### config.mk
export PLATFORM = sky130hd
export DESIGN_NAME = hls_link_split
export DESIGN_NICKNAME = d
export VERILOG_FILES = /design/src/hls_pkg.sv /design/src/hls_link_split.sv
export VERILOG_INCLUDE_DIRS = /design/src /design/src/src
export SDC_FILE = /design/constraint.sdc
export NUM_CORES = 1
export LEC_CHECK = 0
export ABC_AREA = 1
export BUFFER_PORTS_ARGS = -buffer_cell sky130_fd_sc_hd__buf_2
export CAP_MARGIN = 0
export CORE_UTILIZATION = 57
export CTS_BUF_LIST = sky130_fd_sc_hd__clkbuf_8
export DETAILED_ROUTE_END_ITERATION = 8
export PLACE_DENSITY_LB_ADDON = 0.15
export SLEW_MARGIN = 20
export SYNTH_ARGS = -nofsm -noshare
export SYNTH_HDL_FRONTEND = slang
export SYNTH_SLANG_ARGS = --single-unit
### constraint.sdc
create_clock -name core_clk -period 5.79 [get_ports core_clk]
set_clock_uncertainty 0.05 [all_clocks]
set_input_delay 0 -clock core_clk [delete_from_list [all_inputs] [get_ports core_clk]]
set_output_delay 0 -clock core_clk [all_outputs]
set_load 0.02 [all_outputs]
### src/hls_defs.svh
// Constants for the link split and start-up block.
// Assumes a 40 MHz core clock and a synchronous active-low reset.
`ifndef HLS_DEFS_SVH
`define HLS_DEFS_SVH
`define HLS_ADDR_CTRL 4'h0
`define HLS_ADDR_STAT 4'h1
`define HLS_ADDR_LO_CFG 4'h2
`define HLS_ADDR_HI_CFG 4'h3
`define HLS_CFG_WIDTH_BIT 0
`define HLS_CFG_RATE_LSB 1
`define HLS_CFG_RATE_MSB 3
`define HLS_CFG_REV_BIT 4
`define HLS_CFG_RESET 5'h10
`define HLS_RATE_RESET 3'h0
`define HLS_RATE_MAX 3'h5
`define HLS_TRAIN_NS 1000
`define HLS_CLK_NS 25
`define HLS_TRAIN_CYC ((`HLS_TRAIN_NS + `HLS_CLK_NS - 1) / `HLS_CLK_NS)
`define HLS_ADDR_SEL_BIT 40
`endif

### src/hls_pkg.sv
// Types for the link split and start-up block.
// Included ahead of the design module.
package hls_pkg;
   typedef enum logic [1:0]
   {
      HLS_IDLE = 2'b00,
      HLS_TRAIN = 2'b01,
      HLS_DONE = 2'b11,
      HLS_STOPPED = 2'b10
   } hls_state_t;
endpackage

### src/hls_link_split.sv
// Link split, sideband direction and start-up training for one port.
// Assumes pins are asynchronous; link signals sampled by core_clk.
//
// Design decisions made here: the register offsets and strobed register access.
`timescale 1ns/1ps
`default_nettype none
`include "hls_defs.svh"
module hls_link_split
   import hls_pkg::*;
#(
   parameter int TRAIN_CYC = `HLS_TRAIN_CYC
)
(
   // Clock and reset
   input wire logic core_clk,
   input wire logic nrst,
   // Strap pins
   input wire logic link_split_select,
   input wire logic low_half_master_select,
   input wire logic high_half_master_select,
   // Sideband pins, index 0 low half, 1 high half
   input wire logic [1:0] pwrok_in,
   output logic [1:0] pwrok_out,
   output logic [1:0] pwrok_oe_n,
   input wire logic [1:0] rst_n_in,
   output logic [1:0] rst_n_out,
   output logic [1:0] rst_n_oe_n,
   input wire logic [1:0] stop_n_in,
   output logic [1:0] stop_n_out,
   output logic [1:0] stop_n_oe_n,
   input wire logic [1:0] req_n_in,
   // Forwarded link clocks
   input wire logic [1:0] rx_link_clk,
   // Lane ownership, 1 means high-half controller
   output logic [1:0] clk_lane_hi,
   output logic [1:0] ctl_lane_hi,
   output logic ctl_lane1_used,
   output logic [15:0] cad_lane_hi,
   // Request routing from the controllers
   input wire logic [63:0] req_addr,
   input wire logic req_valid,
   input wire logic [1:0] req_miss,
   output logic [1:0] req_to_half,
   output logic [1:0] miss_forward,
   output logic [1:0] miss_error,
   output logic [1:0] bridge_bit,
   // Register port
   input wire logic [3:0] reg_addr,
   input wire logic [31:0] reg_wdata,
   input wire logic reg_wr,
   input wire logic reg_rd,
   output logic [31:0] reg_rdata
);

   initial
   begin
      if (TRAIN_CYC < 8 || TRAIN_CYC / 8 > 65535)
         $error("TRAIN_CYC out of range");
   end

   // Three-stage synchronisers for all pin inputs, stage 0 newest
   logic [2:0] split_sync_reg;
   logic [2:0] lo_ms_sync_reg;
   logic [2:0] hi_ms_sync_reg;
   logic [2:0][1:0] pwrok_sync_reg;
   logic [2:0][1:0] rst_sync_reg;
   logic [2:0][1:0] stop_sync_reg;
   logic [2:0][1:0] req_sync_reg;
   logic [2:0][1:0] lclk_sync_reg;
   // Filtered levels: change only when stages two and three agree
   logic [1:0] pwrok_f_reg;
   logic [1:0] rst_f_reg;
   logic [1:0] stop_f_reg;
   logic [1:0] req_f_reg;
   logic [1:0] lclk_f_reg;
   logic [1:0] lclk_prev_reg;

   function automatic logic [1:0] hls_filt(input logic [1:0] s2, input logic [1:0] s3,
                                           input logic [1:0] cur);
      hls_filt = (s2 & s3) | (cur & (s2 | s3));
   endfunction

   // Reset levels match idle pins, so no false edge after reset
   always_ff @(posedge core_clk)
   begin
      if (!nrst)
      begin
         split_sync_reg <= 3'h0;
         lo_ms_sync_reg <= 3'h0;
         hi_ms_sync_reg <= 3'h0;
         pwrok_sync_reg <= 6'h00;
         rst_sync_reg <= 6'h00;
         stop_sync_reg <= 6'h3F;
         req_sync_reg <= 6'h3F;
         lclk_sync_reg <= 6'h00;
         pwrok_f_reg <= 2'h0;
         rst_f_reg <= 2'h0;
         stop_f_reg <= 2'h3;
         req_f_reg <= 2'h3;
         lclk_f_reg <= 2'h0;
         lclk_prev_reg <= 2'h0;
      end
      else
      begin
         split_sync_reg <= {split_sync_reg[1:0], link_split_select};
         lo_ms_sync_reg <= {lo_ms_sync_reg[1:0], low_half_master_select};
         hi_ms_sync_reg <= {hi_ms_sync_reg[1:0], high_half_master_select};
         pwrok_sync_reg <= {pwrok_sync_reg[1:0], pwrok_in};
         rst_sync_reg <= {rst_sync_reg[1:0], rst_n_in};
         stop_sync_reg <= {stop_sync_reg[1:0], stop_n_in};
         req_sync_reg <= {req_sync_reg[1:0], req_n_in};
         lclk_sync_reg <= {lclk_sync_reg[1:0], rx_link_clk};
         pwrok_f_reg <= hls_filt(pwrok_sync_reg[1], pwrok_sync_reg[2], pwrok_f_reg);
         rst_f_reg <= hls_filt(rst_sync_reg[1], rst_sync_reg[2], rst_f_reg);
         stop_f_reg <= hls_filt(stop_sync_reg[1], stop_sync_reg[2], stop_f_reg);
         req_f_reg <= hls_filt(req_sync_reg[1], req_sync_reg[2], req_f_reg);
         lclk_f_reg <= hls_filt(lclk_sync_reg[1], lclk_sync_reg[2], lclk_f_reg);
         lclk_prev_reg <= lclk_f_reg;
      end
   end

   // Straps caught once after reset release; held until the next reset
   logic split_reg;
   logic [1:0] master_reg;
   logic [1:0] slave_flag_reg;
   logic strap_done_reg;
   logic [1:0] strap_wait_reg;

   always_ff @(posedge core_clk)
   begin
      if (!nrst)
      begin
         split_reg <= 1'b0;
         master_reg <= 2'h0;
         strap_done_reg <= 1'b0;
         strap_wait_reg <= 2'h0;
      end
      else if (!strap_done_reg)
      begin
         strap_wait_reg <= strap_wait_reg + 2'h1;
         if (strap_wait_reg == 2'h3)
         begin
            strap_done_reg <= 1'b1;
            split_reg <= split_sync_reg[2];
            master_reg <= {hi_ms_sync_reg[2], lo_ms_sync_reg[2]};
         end
      end
   end

   // Active halves: high half only exists when split
   logic [1:0] half_active;
   assign half_active = {split_reg, 1'b1};

   // Software config: width bit, rate code, protocol revision
   logic [4:0] cfg_reg [2];
   logic [1:0] reinit_req_reg;
   logic [1:0] done_reg;
   logic [1:0] wide_reg;
   logic [2:0] rate_reg [2];
   hls_state_t state_reg [2];
   logic [15:0] train_cnt_reg [2];

   // Legal width for revision: 1.0 forces 8 bits
   function automatic logic hls_wide_ok(input logic [4:0] cfg, input logic split);
      hls_wide_ok = cfg[`HLS_CFG_WIDTH_BIT] & cfg[`HLS_CFG_REV_BIT] & !split;
   endfunction

   // software rewrite of width and rate
   always_ff @(posedge core_clk)
   begin
      if (!nrst)
      begin
         cfg_reg[0] <= `HLS_CFG_RESET;
         cfg_reg[1] <= `HLS_CFG_RESET;
         slave_flag_reg <= 2'h0;
         reinit_req_reg <= 2'h0;
      end
      else
      begin
         if (strap_done_reg == 1'b0 && strap_wait_reg == 2'h3)
            slave_flag_reg <= ~{hi_ms_sync_reg[2], lo_ms_sync_reg[2]};
         for (int h = 0; h < 2; h++)
         begin
            if (reg_wr && reg_addr == (h == 0 ? `HLS_ADDR_LO_CFG : `HLS_ADDR_HI_CFG))
               cfg_reg[h] <= reg_wdata[4:0];
            // reinit only by warm reset or stop
            if (reg_wr && reg_addr == `HLS_ADDR_CTRL && reg_wdata[h])
               reinit_req_reg[h] <= 1'b1;
            else if (state_reg[h] == HLS_TRAIN)
               reinit_req_reg[h] <= 1'b0;
         end
         if (reg_wr && reg_addr == `HLS_ADDR_CTRL)
            slave_flag_reg <= reg_wdata[5:4];
      end
   end

   // Per-half training state machine
   // automatic init
   always_ff @(posedge core_clk)
   begin
      if (!nrst)
      begin
         for (int h = 0; h < 2; h++)
         begin
            state_reg[h] <= HLS_IDLE;
            train_cnt_reg[h] <= 16'h0;
            rate_reg[h] <= `HLS_RATE_RESET;
         end
         done_reg <= 2'h0;
         wide_reg <= 2'h0;
      end
      else
      begin
         for (int h = 0; h < 2; h++)
         begin
            case (state_reg[h])
               HLS_IDLE:
               begin
                  if (strap_done_reg && half_active[h] && rst_n_out[h] && stop_n_out[h])
                  begin
                     state_reg[h] <= HLS_TRAIN;
                     train_cnt_reg[h] <= 16'h0;
                  end
               end
               HLS_TRAIN:
               begin
                  if (lclk_f_reg[h] && !lclk_prev_reg[h])
                     train_cnt_reg[h] <= train_cnt_reg[h] + 16'h1;
                  if (train_cnt_reg[h] >= 16'(TRAIN_CYC / 8))
                  begin
                     state_reg[h] <= HLS_DONE;
                     done_reg[h] <= 1'b1;
                  end
               end
               HLS_DONE:
               begin
                  if (!stop_n_out[h] || !rst_n_out[h])
                  begin
                     state_reg[h] <= HLS_STOPPED;
                     done_reg[h] <= 1'b0;
                     wide_reg[h] <= hls_wide_ok(cfg_reg[h], split_reg) & reinit_req_reg[h];
                     if (reinit_req_reg[h] && cfg_reg[h][3:1] <= `HLS_RATE_MAX)
                        rate_reg[h] <= cfg_reg[h][3:1];
                  end
               end
               HLS_STOPPED:
               begin
                  if (stop_n_out[h] && rst_n_out[h])
                     state_reg[h] <= HLS_IDLE;
               end
               default: state_reg[h] <= HLS_IDLE;
            endcase
         end
      end
   end

   // Sideband drive and view, per half
   // sideband direction
   always_ff @(posedge core_clk)
   begin
      if (!nrst)
      begin
         pwrok_out <= 2'h0;
         rst_n_out <= 2'h0;
         stop_n_out <= 2'h3;
         {pwrok_oe_n, rst_n_oe_n, stop_n_oe_n} <= 6'h3F;
      end
      else
      begin
         for (int h = 0; h < 2; h++)
         begin
            if (master_reg[h] && half_active[h] && strap_done_reg)
            begin
               {pwrok_oe_n[h], rst_n_oe_n[h], stop_n_oe_n[h]} <= 3'h0;
               pwrok_out[h] <= 1'b1;
               rst_n_out[h] <= 1'b1;
               stop_n_out[h] <= !(reinit_req_reg[h] && state_reg[h] == HLS_DONE);
            end
            else
            begin
               {pwrok_oe_n[h], rst_n_oe_n[h], stop_n_oe_n[h]} <= 3'h7;
               pwrok_out[h] <= pwrok_f_reg[h] & half_active[h];
               rst_n_out[h] <= rst_f_reg[h] & pwrok_f_reg[h] & half_active[h];
               stop_n_out[h] <= (stop_f_reg[h] & req_f_reg[h]) | !half_active[h];
            end
         end
      end
   end

   // Lane ownership and request routing
   always_ff @(posedge core_clk)
   begin
      if (!nrst)
      begin
         {clk_lane_hi, ctl_lane_hi, ctl_lane1_used, cad_lane_hi} <= 21'h0;
         {req_to_half, miss_forward, miss_error, bridge_bit} <= 8'h00;
      end
      else
      begin
         clk_lane_hi <= {split_reg, 1'b0};
         ctl_lane_hi <= {split_reg, 1'b0};
         ctl_lane1_used <= split_reg;
         cad_lane_hi <= {{8{split_reg}}, 8'h00};
         req_to_half[1] <= req_valid & split_reg & req_addr[`HLS_ADDR_SEL_BIT];
         req_to_half[0] <= req_valid & !(split_reg & req_addr[`HLS_ADDR_SEL_BIT]);
         bridge_bit <= ~slave_flag_reg & half_active;
         miss_forward <= req_miss & ~slave_flag_reg & half_active;
         miss_error <= req_miss & slave_flag_reg & half_active;
      end
   end

   // Register read, one cycle latency
   // status readback
   always_ff @(posedge core_clk)
   begin
      if (!nrst)
         reg_rdata <= 32'h0;
      else if (reg_rd)
      begin
         case (reg_addr)
            `HLS_ADDR_CTRL: reg_rdata <= {26'h0, slave_flag_reg, 2'h0, reinit_req_reg};
            `HLS_ADDR_STAT: reg_rdata <= {21'h0, rate_reg[1], rate_reg[0], split_reg,
                                          wide_reg, done_reg};
            `HLS_ADDR_LO_CFG: reg_rdata <= {27'h0, cfg_reg[0]};
            `HLS_ADDR_HI_CFG: reg_rdata <= {27'h0, cfg_reg[1]};
            default: reg_rdata <= 32'h0;
         endcase
      end
      else
         reg_rdata <= 32'h0;
   end

   bridge_flag_a: assert property (@(posedge core_clk) disable iff (!nrst)
      ##1 $past(half_active[0]) |-> bridge_bit[0] == !$past(slave_flag_reg[0]))
      else $error("bridge bit wrong");

   miss_excl_a: assert property (@(posedge core_clk) disable iff (!nrst)
      !(miss_forward[0] && miss_error[0]))
      else $error("miss both forward and error");

   unsplit_route_a: assert property (@(posedge core_clk) disable iff (!nrst)
      !split_reg && req_valid ##1 !split_reg |-> req_to_half == 2'b01)
      else $error("unsplit request left low half");

   cad_lanes_a: assert property (@(posedge core_clk) disable iff (!nrst)
      ##1 split_reg && $stable(split_reg) |-> cad_lane_hi == 16'hFF00)
      else $error("split data lanes wrong");

   hi_ignore_a: assert property (@(posedge core_clk) disable iff (!nrst)
      strap_done_reg && !split_reg |-> state_reg[1] == HLS_IDLE && !done_reg[1])
      else $error("high half active while unsplit");
   master_drive_a: assert property (@(posedge core_clk) disable iff (!nrst)
      strap_done_reg && master_reg[0] ##1 1'b1 |-> pwrok_oe_n[0] == 1'b0)
      else $error("master half not driving");
   strap_hold_a: assert property (@(posedge core_clk) disable iff (!nrst)
      strap_done_reg |=> $stable(split_reg) && $stable(master_reg))
      else $error("strap changed in operation");
   cold_rate_a: assert property (@(posedge core_clk) disable iff (!nrst)
      $rose(strap_done_reg) |-> rate_reg[0] == `HLS_RATE_RESET && !wide_reg[0])
      else $error("cold start not at lowest rate");

endmodule
`default_nettype wire

# Word level (Yosys, flattened, before mapping)
# Memory sizes are Yosys's and may differ from the RTL's.
# Cells that the tools add are included.
# classes
n_addsub,3
order_cmp,4
n_eq_ne,14
n_mux,96
bitwise,61
reduce_logical,48
# ops
cell,count
1-bit two-way mux,75
16-bit two-way mux,4
11-bit one-hot mux with 4 select lines,1
16-bit by 1-bit adder with 16-bit output (second input constant),2
16-bit by 3-bit greater-or-equal comparator with 1-bit output (second input constant),2
2-bit bitwise AND,15
1-bit logical AND,22
2-bit two-way mux,10
2-bit bitwise OR,10
1-bit bitwise OR,17
1-bit bitwise AND,16
2-bit equality test (second input constant),5
1-bit zero test,10
5-bit two-way mux,2
2-bit nonzero test,5
4-bit by 2-bit equality test with 1-bit output (second input constant),2
2-bit AND reduction,4
3-bit less-or-equal comparator (second input constant),2
3-bit two-way mux,2
3-bit AND reduction,2
2-bit by 1-bit equality test with 1-bit output (second input constant),2
4-bit by 1-bit equality test with 1-bit output (second input constant),1
2-bit zero test,2
4-bit zero test,1
7 further kinds,12
# word_totals
reg_bits,124
ram_bits,52
in_bits,120
output_inout_bits,73
memories,4
# memory_table
memory,depth,width,read_ports,rd_ports_with_merged_regs,wr,line_no,rtl
train_cnt_reg,2,16,2,0,2,hls_link_split.sv:161,logic [15:0] train_cnt_reg [2];
cfg_reg,2,5,2,0,2,hls_link_split.sv:155,logic [4:0] cfg_reg [2];
rate_reg,2,3,2,0,2,hls_link_split.sv:159,logic [2:0] rate_reg [2];
state_reg,2,2,2,0,2,hls_link_split.sv:160,hls_state_t state_reg [2];

# Longest topological paths before layout
# logic_depth
depth_word,11
mapped_depth,9
depth_no_buf,9

# Worst setup path after synthesis
# No wires, ideal clock.
# synth_path
kind,reg2reg
start,memory state_reg[0][0] (netlist bit)
end,"memory train_cnt_reg[0][0], enable pin"
setup_time_ns,0.447
arrival_time_ns,2.576
setup_slack_ns,2.717
stages_incl_launch_ff,4
period_less_slack_ns,3.073
path_cell_list,edfxtp_1 nor2_1 nand2_1 o311ai_0
# synth_lines
item,line_no
"start, declared",hls_link_split.sv:160
"end, declared",hls_link_split.sv:161

==> flow_results.org <==
** Setup path
- Flop2flop setup slack :: 3580 ps
- The worst setup path is captured at a flip-flop.
- Slowest cell delay on critical path :: 580 ps
- Category of the worst setup path launch point :: flip-flop
- Crit path max fanout :: 16
- Counting both buffers and inverters, the worst setup path holds a total of 2.
- Data arrives at the worst endpoint at 2220 ps.
- Path length in cells of the critical path :: 5
- Cell type of the slowest stage on the worst timing path :: sky130_fd_sc_hd__nand2_1
- The critical path in this run is classified as flip-flop to flip-flop.
- Source of the critical timing path :: state_reg[1][1]
- Crit path required time :: 5800 ps
- Destination of the worst register-to-register timing path :: train_cnt_reg[1][0]
- The cell family contributing the most delay on the critical path is simple AND/OR/NAND/NOR gates.
- Ordered cell list for the critical path :: inv_1 -> nand2_1 -> nor3_4 -> inv_1 -> nand2_1
- R2r worst-path depth :: 5
- RR Startpoint :: state_reg[1][1]
- In this run the worst setup path terminates at train_cnt_reg[1][0].

** Timing
- Setup repair after global routing left no endpoint under its margin.
- Worst hold slack :: 65.2 ps
- Based on the critical path, the design can be clocked at up to 452 MHz.
- Final Setup Violations :: 0
- Final-layout setup total negative slack :: 0 ps
- Transition time at the pin with the least slew margin :: 707 ps
- Of the available clock period, the critical path in the final layout requires 0.382.
- For the finished layout, the period the worst path requires is 2210 ps.
- Headroom to the max-slew limit :: 0.523
- The total count of max-transition violations in the final report came to 0.
- Count of final hold-check violations :: 0

** Layout
- Leading cell type in the layout, fill and taps excluded :: sky130_fd_sc_hd__nand2_1
- Area Overhead vs Synth :: 15.4%
- Final-layout fill cell count :: 847
- Count of inserted antenna diode cells :: 0
- Layout Nets :: 929
- Area used by multi-input combinational logic :: 2050 µm²
- The library cells used most frequently in the layout, excluding fill and tap cells, are 123 x sky130_fd_sc_hd__nand2_1, 115 x sky130_fd_sc_hd__inv_1, 93 x sky130_fd_sc_hd__dfxtp_1.
- Area of all sequential standard cells :: 3420 µm²
- Layout cells sized above 1 :: 0.165
- The register with the most flip-flops in the layout has 32 of them.

** Floorplanning
- Measured along the x axis, the die boundary spans 106 µm.
- Total die area :: 11,200 µm²
- Placeable Area :: 10,400 µm²
- For this configuration, the core starts out at a cell density of 0.592.
- The die is 106 µm tall.
- Cell Rows :: 37
- IO Count :: 193

** Detailed routing
- The routed layout has 4,700 vias.
- Total wire length after detailed routing :: 11,600 µm
- Drt first-iter violations :: 276
- Dividing the detail-routed wire length by the instance count gives 12.3 µm.
- In this run the remaining antenna-violating nets after routing total 0.
- In the routed design, unresolved DRC markers number 0.
- The first detailed-routing pass took 5 iterations.
- After detailed routing, the number of vias per cell comes to 4.95.

** Yosys
- After synthesis the netlist holds a flip-flop and latch count of 145.
- Distinct cell type count of the synthesized netlist :: 44
- During synthesis, Yosys emitted a total of 0 warnings.
- Of the synthesized area, sequential elements account for 0.555.
- Area share of the leading cell type in the synthesized netlist :: 0.302
- Avg Inst Size Synth :: 8.79 µm²
- Gate count after technology mapping :: 702
- Post-synthesis cell type with the largest combined area :: sky130_fd_sc_hd__dfxtp_1
- Synth Cell Area :: 6170 µm²
- Yosys attributes the largest share of cell area to sky130_fd_sc_hd__dfxtp_1 30%, sky130_fd_sc_hd__edfxtp_1 25%, sky130_fd_sc_hd__nand2_1 7.5%.

** Pwr
- Overall power of the completed layout :: 2.01 mW
- The worst-case IR drop observed on VDD is 0.235 mV.
- Total leakage power :: 3.34 nW
- Pwr dens :: 283 nW/µm²

** Placement
- Final Wtd Congestion :: 0.831
- Post-detail-place hpwl :: 8020 µm
- Count of input and output buffers :: 72

** Global route
- Combined global-route utilization of all metal layers :: 0.226
- The first global-routing pass estimated 19,800 µm of wire.
- Entering global routing, the biggest net connects 61 pins.
- The initial antenna violation count is 0.
- Vias in the first global route :: 4,494
- Total gr overflow :: 0

** Clocking
- Maximum buffer depth of the clock tree :: 2
- Clock Latency Late Sink :: 440 ps
- Buffers added to address setup during post-CTS repair amount to 0.
- TritonCTS built the clock tree.
- Counting the buffers created by CTS gives 17.
- Cts repair resizes :: 0
- The H-tree was split into 4 levels.
- Buffer type at the clock tree root :: sky130_fd_sc_hd__clkbuf_8
- Clock net sink count :: 145
- Hold buffers post-CTS :: 31
- Clock-pin transition on the worst setup and hold timing paths :: 80 ps

** Hold path
- Min-Delay Path Class :: input port to flip-flop
- Hold path start :: reg_addr[1]
- Cells on Worst Hold Path :: 5

** Flow run
- Max-cap violations in this run came to 0.

** Run status
- The flow ran to the end, and the final reports show no timing, DRC or antenna violations.
## metal layers
metal / vias up / global-route usage / share of wire
met5: - / 0 / 0
li1: 2378 / - / -
met3: 12 / 0.0601 / 0.047
met2: 133 / 0.394 / 0.50
met1: 2177 / 0.265 / 0.44
met4: 0 / 0.0873 / 0.0098
## metrics by stage
step | worst slack [ps] | utilization | instances | instance area (µm²)
2_1_floorplan | 2720 | - | 732 | 6280
6_report | 3580 | 0.683 | 950 | 7120
3_3_place_gp | 3370 | 0.620 | 888 | 6460
5_1_grt | 3400 | 0.683 | 950 | 7120
4_1_cts | 3540 | 0.683 | 950 | 7120
3_5_place_dp | 3340 | 0.620 | 888 | 6460
## synthesized netlist by cell type, drive strengths merged
cell and n:
nor3b 2, o31ai 2, ha 7, xor2 5, a21o 1, a31oi 2, clkbuf 2, o311ai 1
o21ai 32, o22ai 5, o211ai 3, edfxtp 52, o211a 1, inv 115, nand4 11, conb 1
a311oi 1, and3 1, a21oi 37, nor4 1, buf 53, nand2 124, or2 15, a211oi 2
o221ai 2, nor3 14, dfxtp 93, o21bai 1, a22o 1, nor2 83, nand3 31, xnor2 1
## worst min-delay path by stage
| stage | end | slack [ps] |
|---|---|---|
| 4_1_cts | reg_rdata[4] | 30 |
| 3_3_place_gp | split_sync_reg[0] | 130 |
| 6_report | reg_rdata[1] | 70 |
| 5_1_grt | reg_rdata[3] | 70 |
| 3_5_place_dp | pwrok_sync_reg[1] | 140 |
| 2_1_floorplan | req_to_half[0] | 40 |
## kinds of logic (layout without fill, tap and decap cells)
logic type	after synthesis	after routing	synth area share
other	1	31	0.000608
flip-flops	145	145	0.555
AO/OA/AOI/OAI	91	91	0.0842
XOR/XNOR	6	6	0.00852
adder cells (fa/ha/maj)	7	7	0.0142
buffers and inverters	170	252	0.132
AND/OR/NAND/NOR	282	282	0.205
## final cells by class
cell class,count,share of cell area
clock buffers,17,0.0329
clock inverters,14,0.0163
inverters,115,0.0606
multi-input cells,417,0.288
flip-flops and latches,145,0.481
well taps,136,0.0239
repair buffers,106,0.0974
## tightest hold or removal path, stage by stage
cell and delay [ps]:
sky130_fd_sc_hd__buf_2 120, sky130_fd_sc_hd__nand3_2 150, sky130_fd_sc_hd__o22ai_1 90, sky130_fd_sc_hd__nor2_1 100
sky130_fd_sc_hd__nor2_1 40
## where the power goes
part           internal (mW)  switching [mW]  total [mW]
Combinational         0.0585           0.113       0.171
Sequential              1.10          0.0300        1.13
Clock                  0.337           0.376       0.712
(Power assumes the default switching activity.)
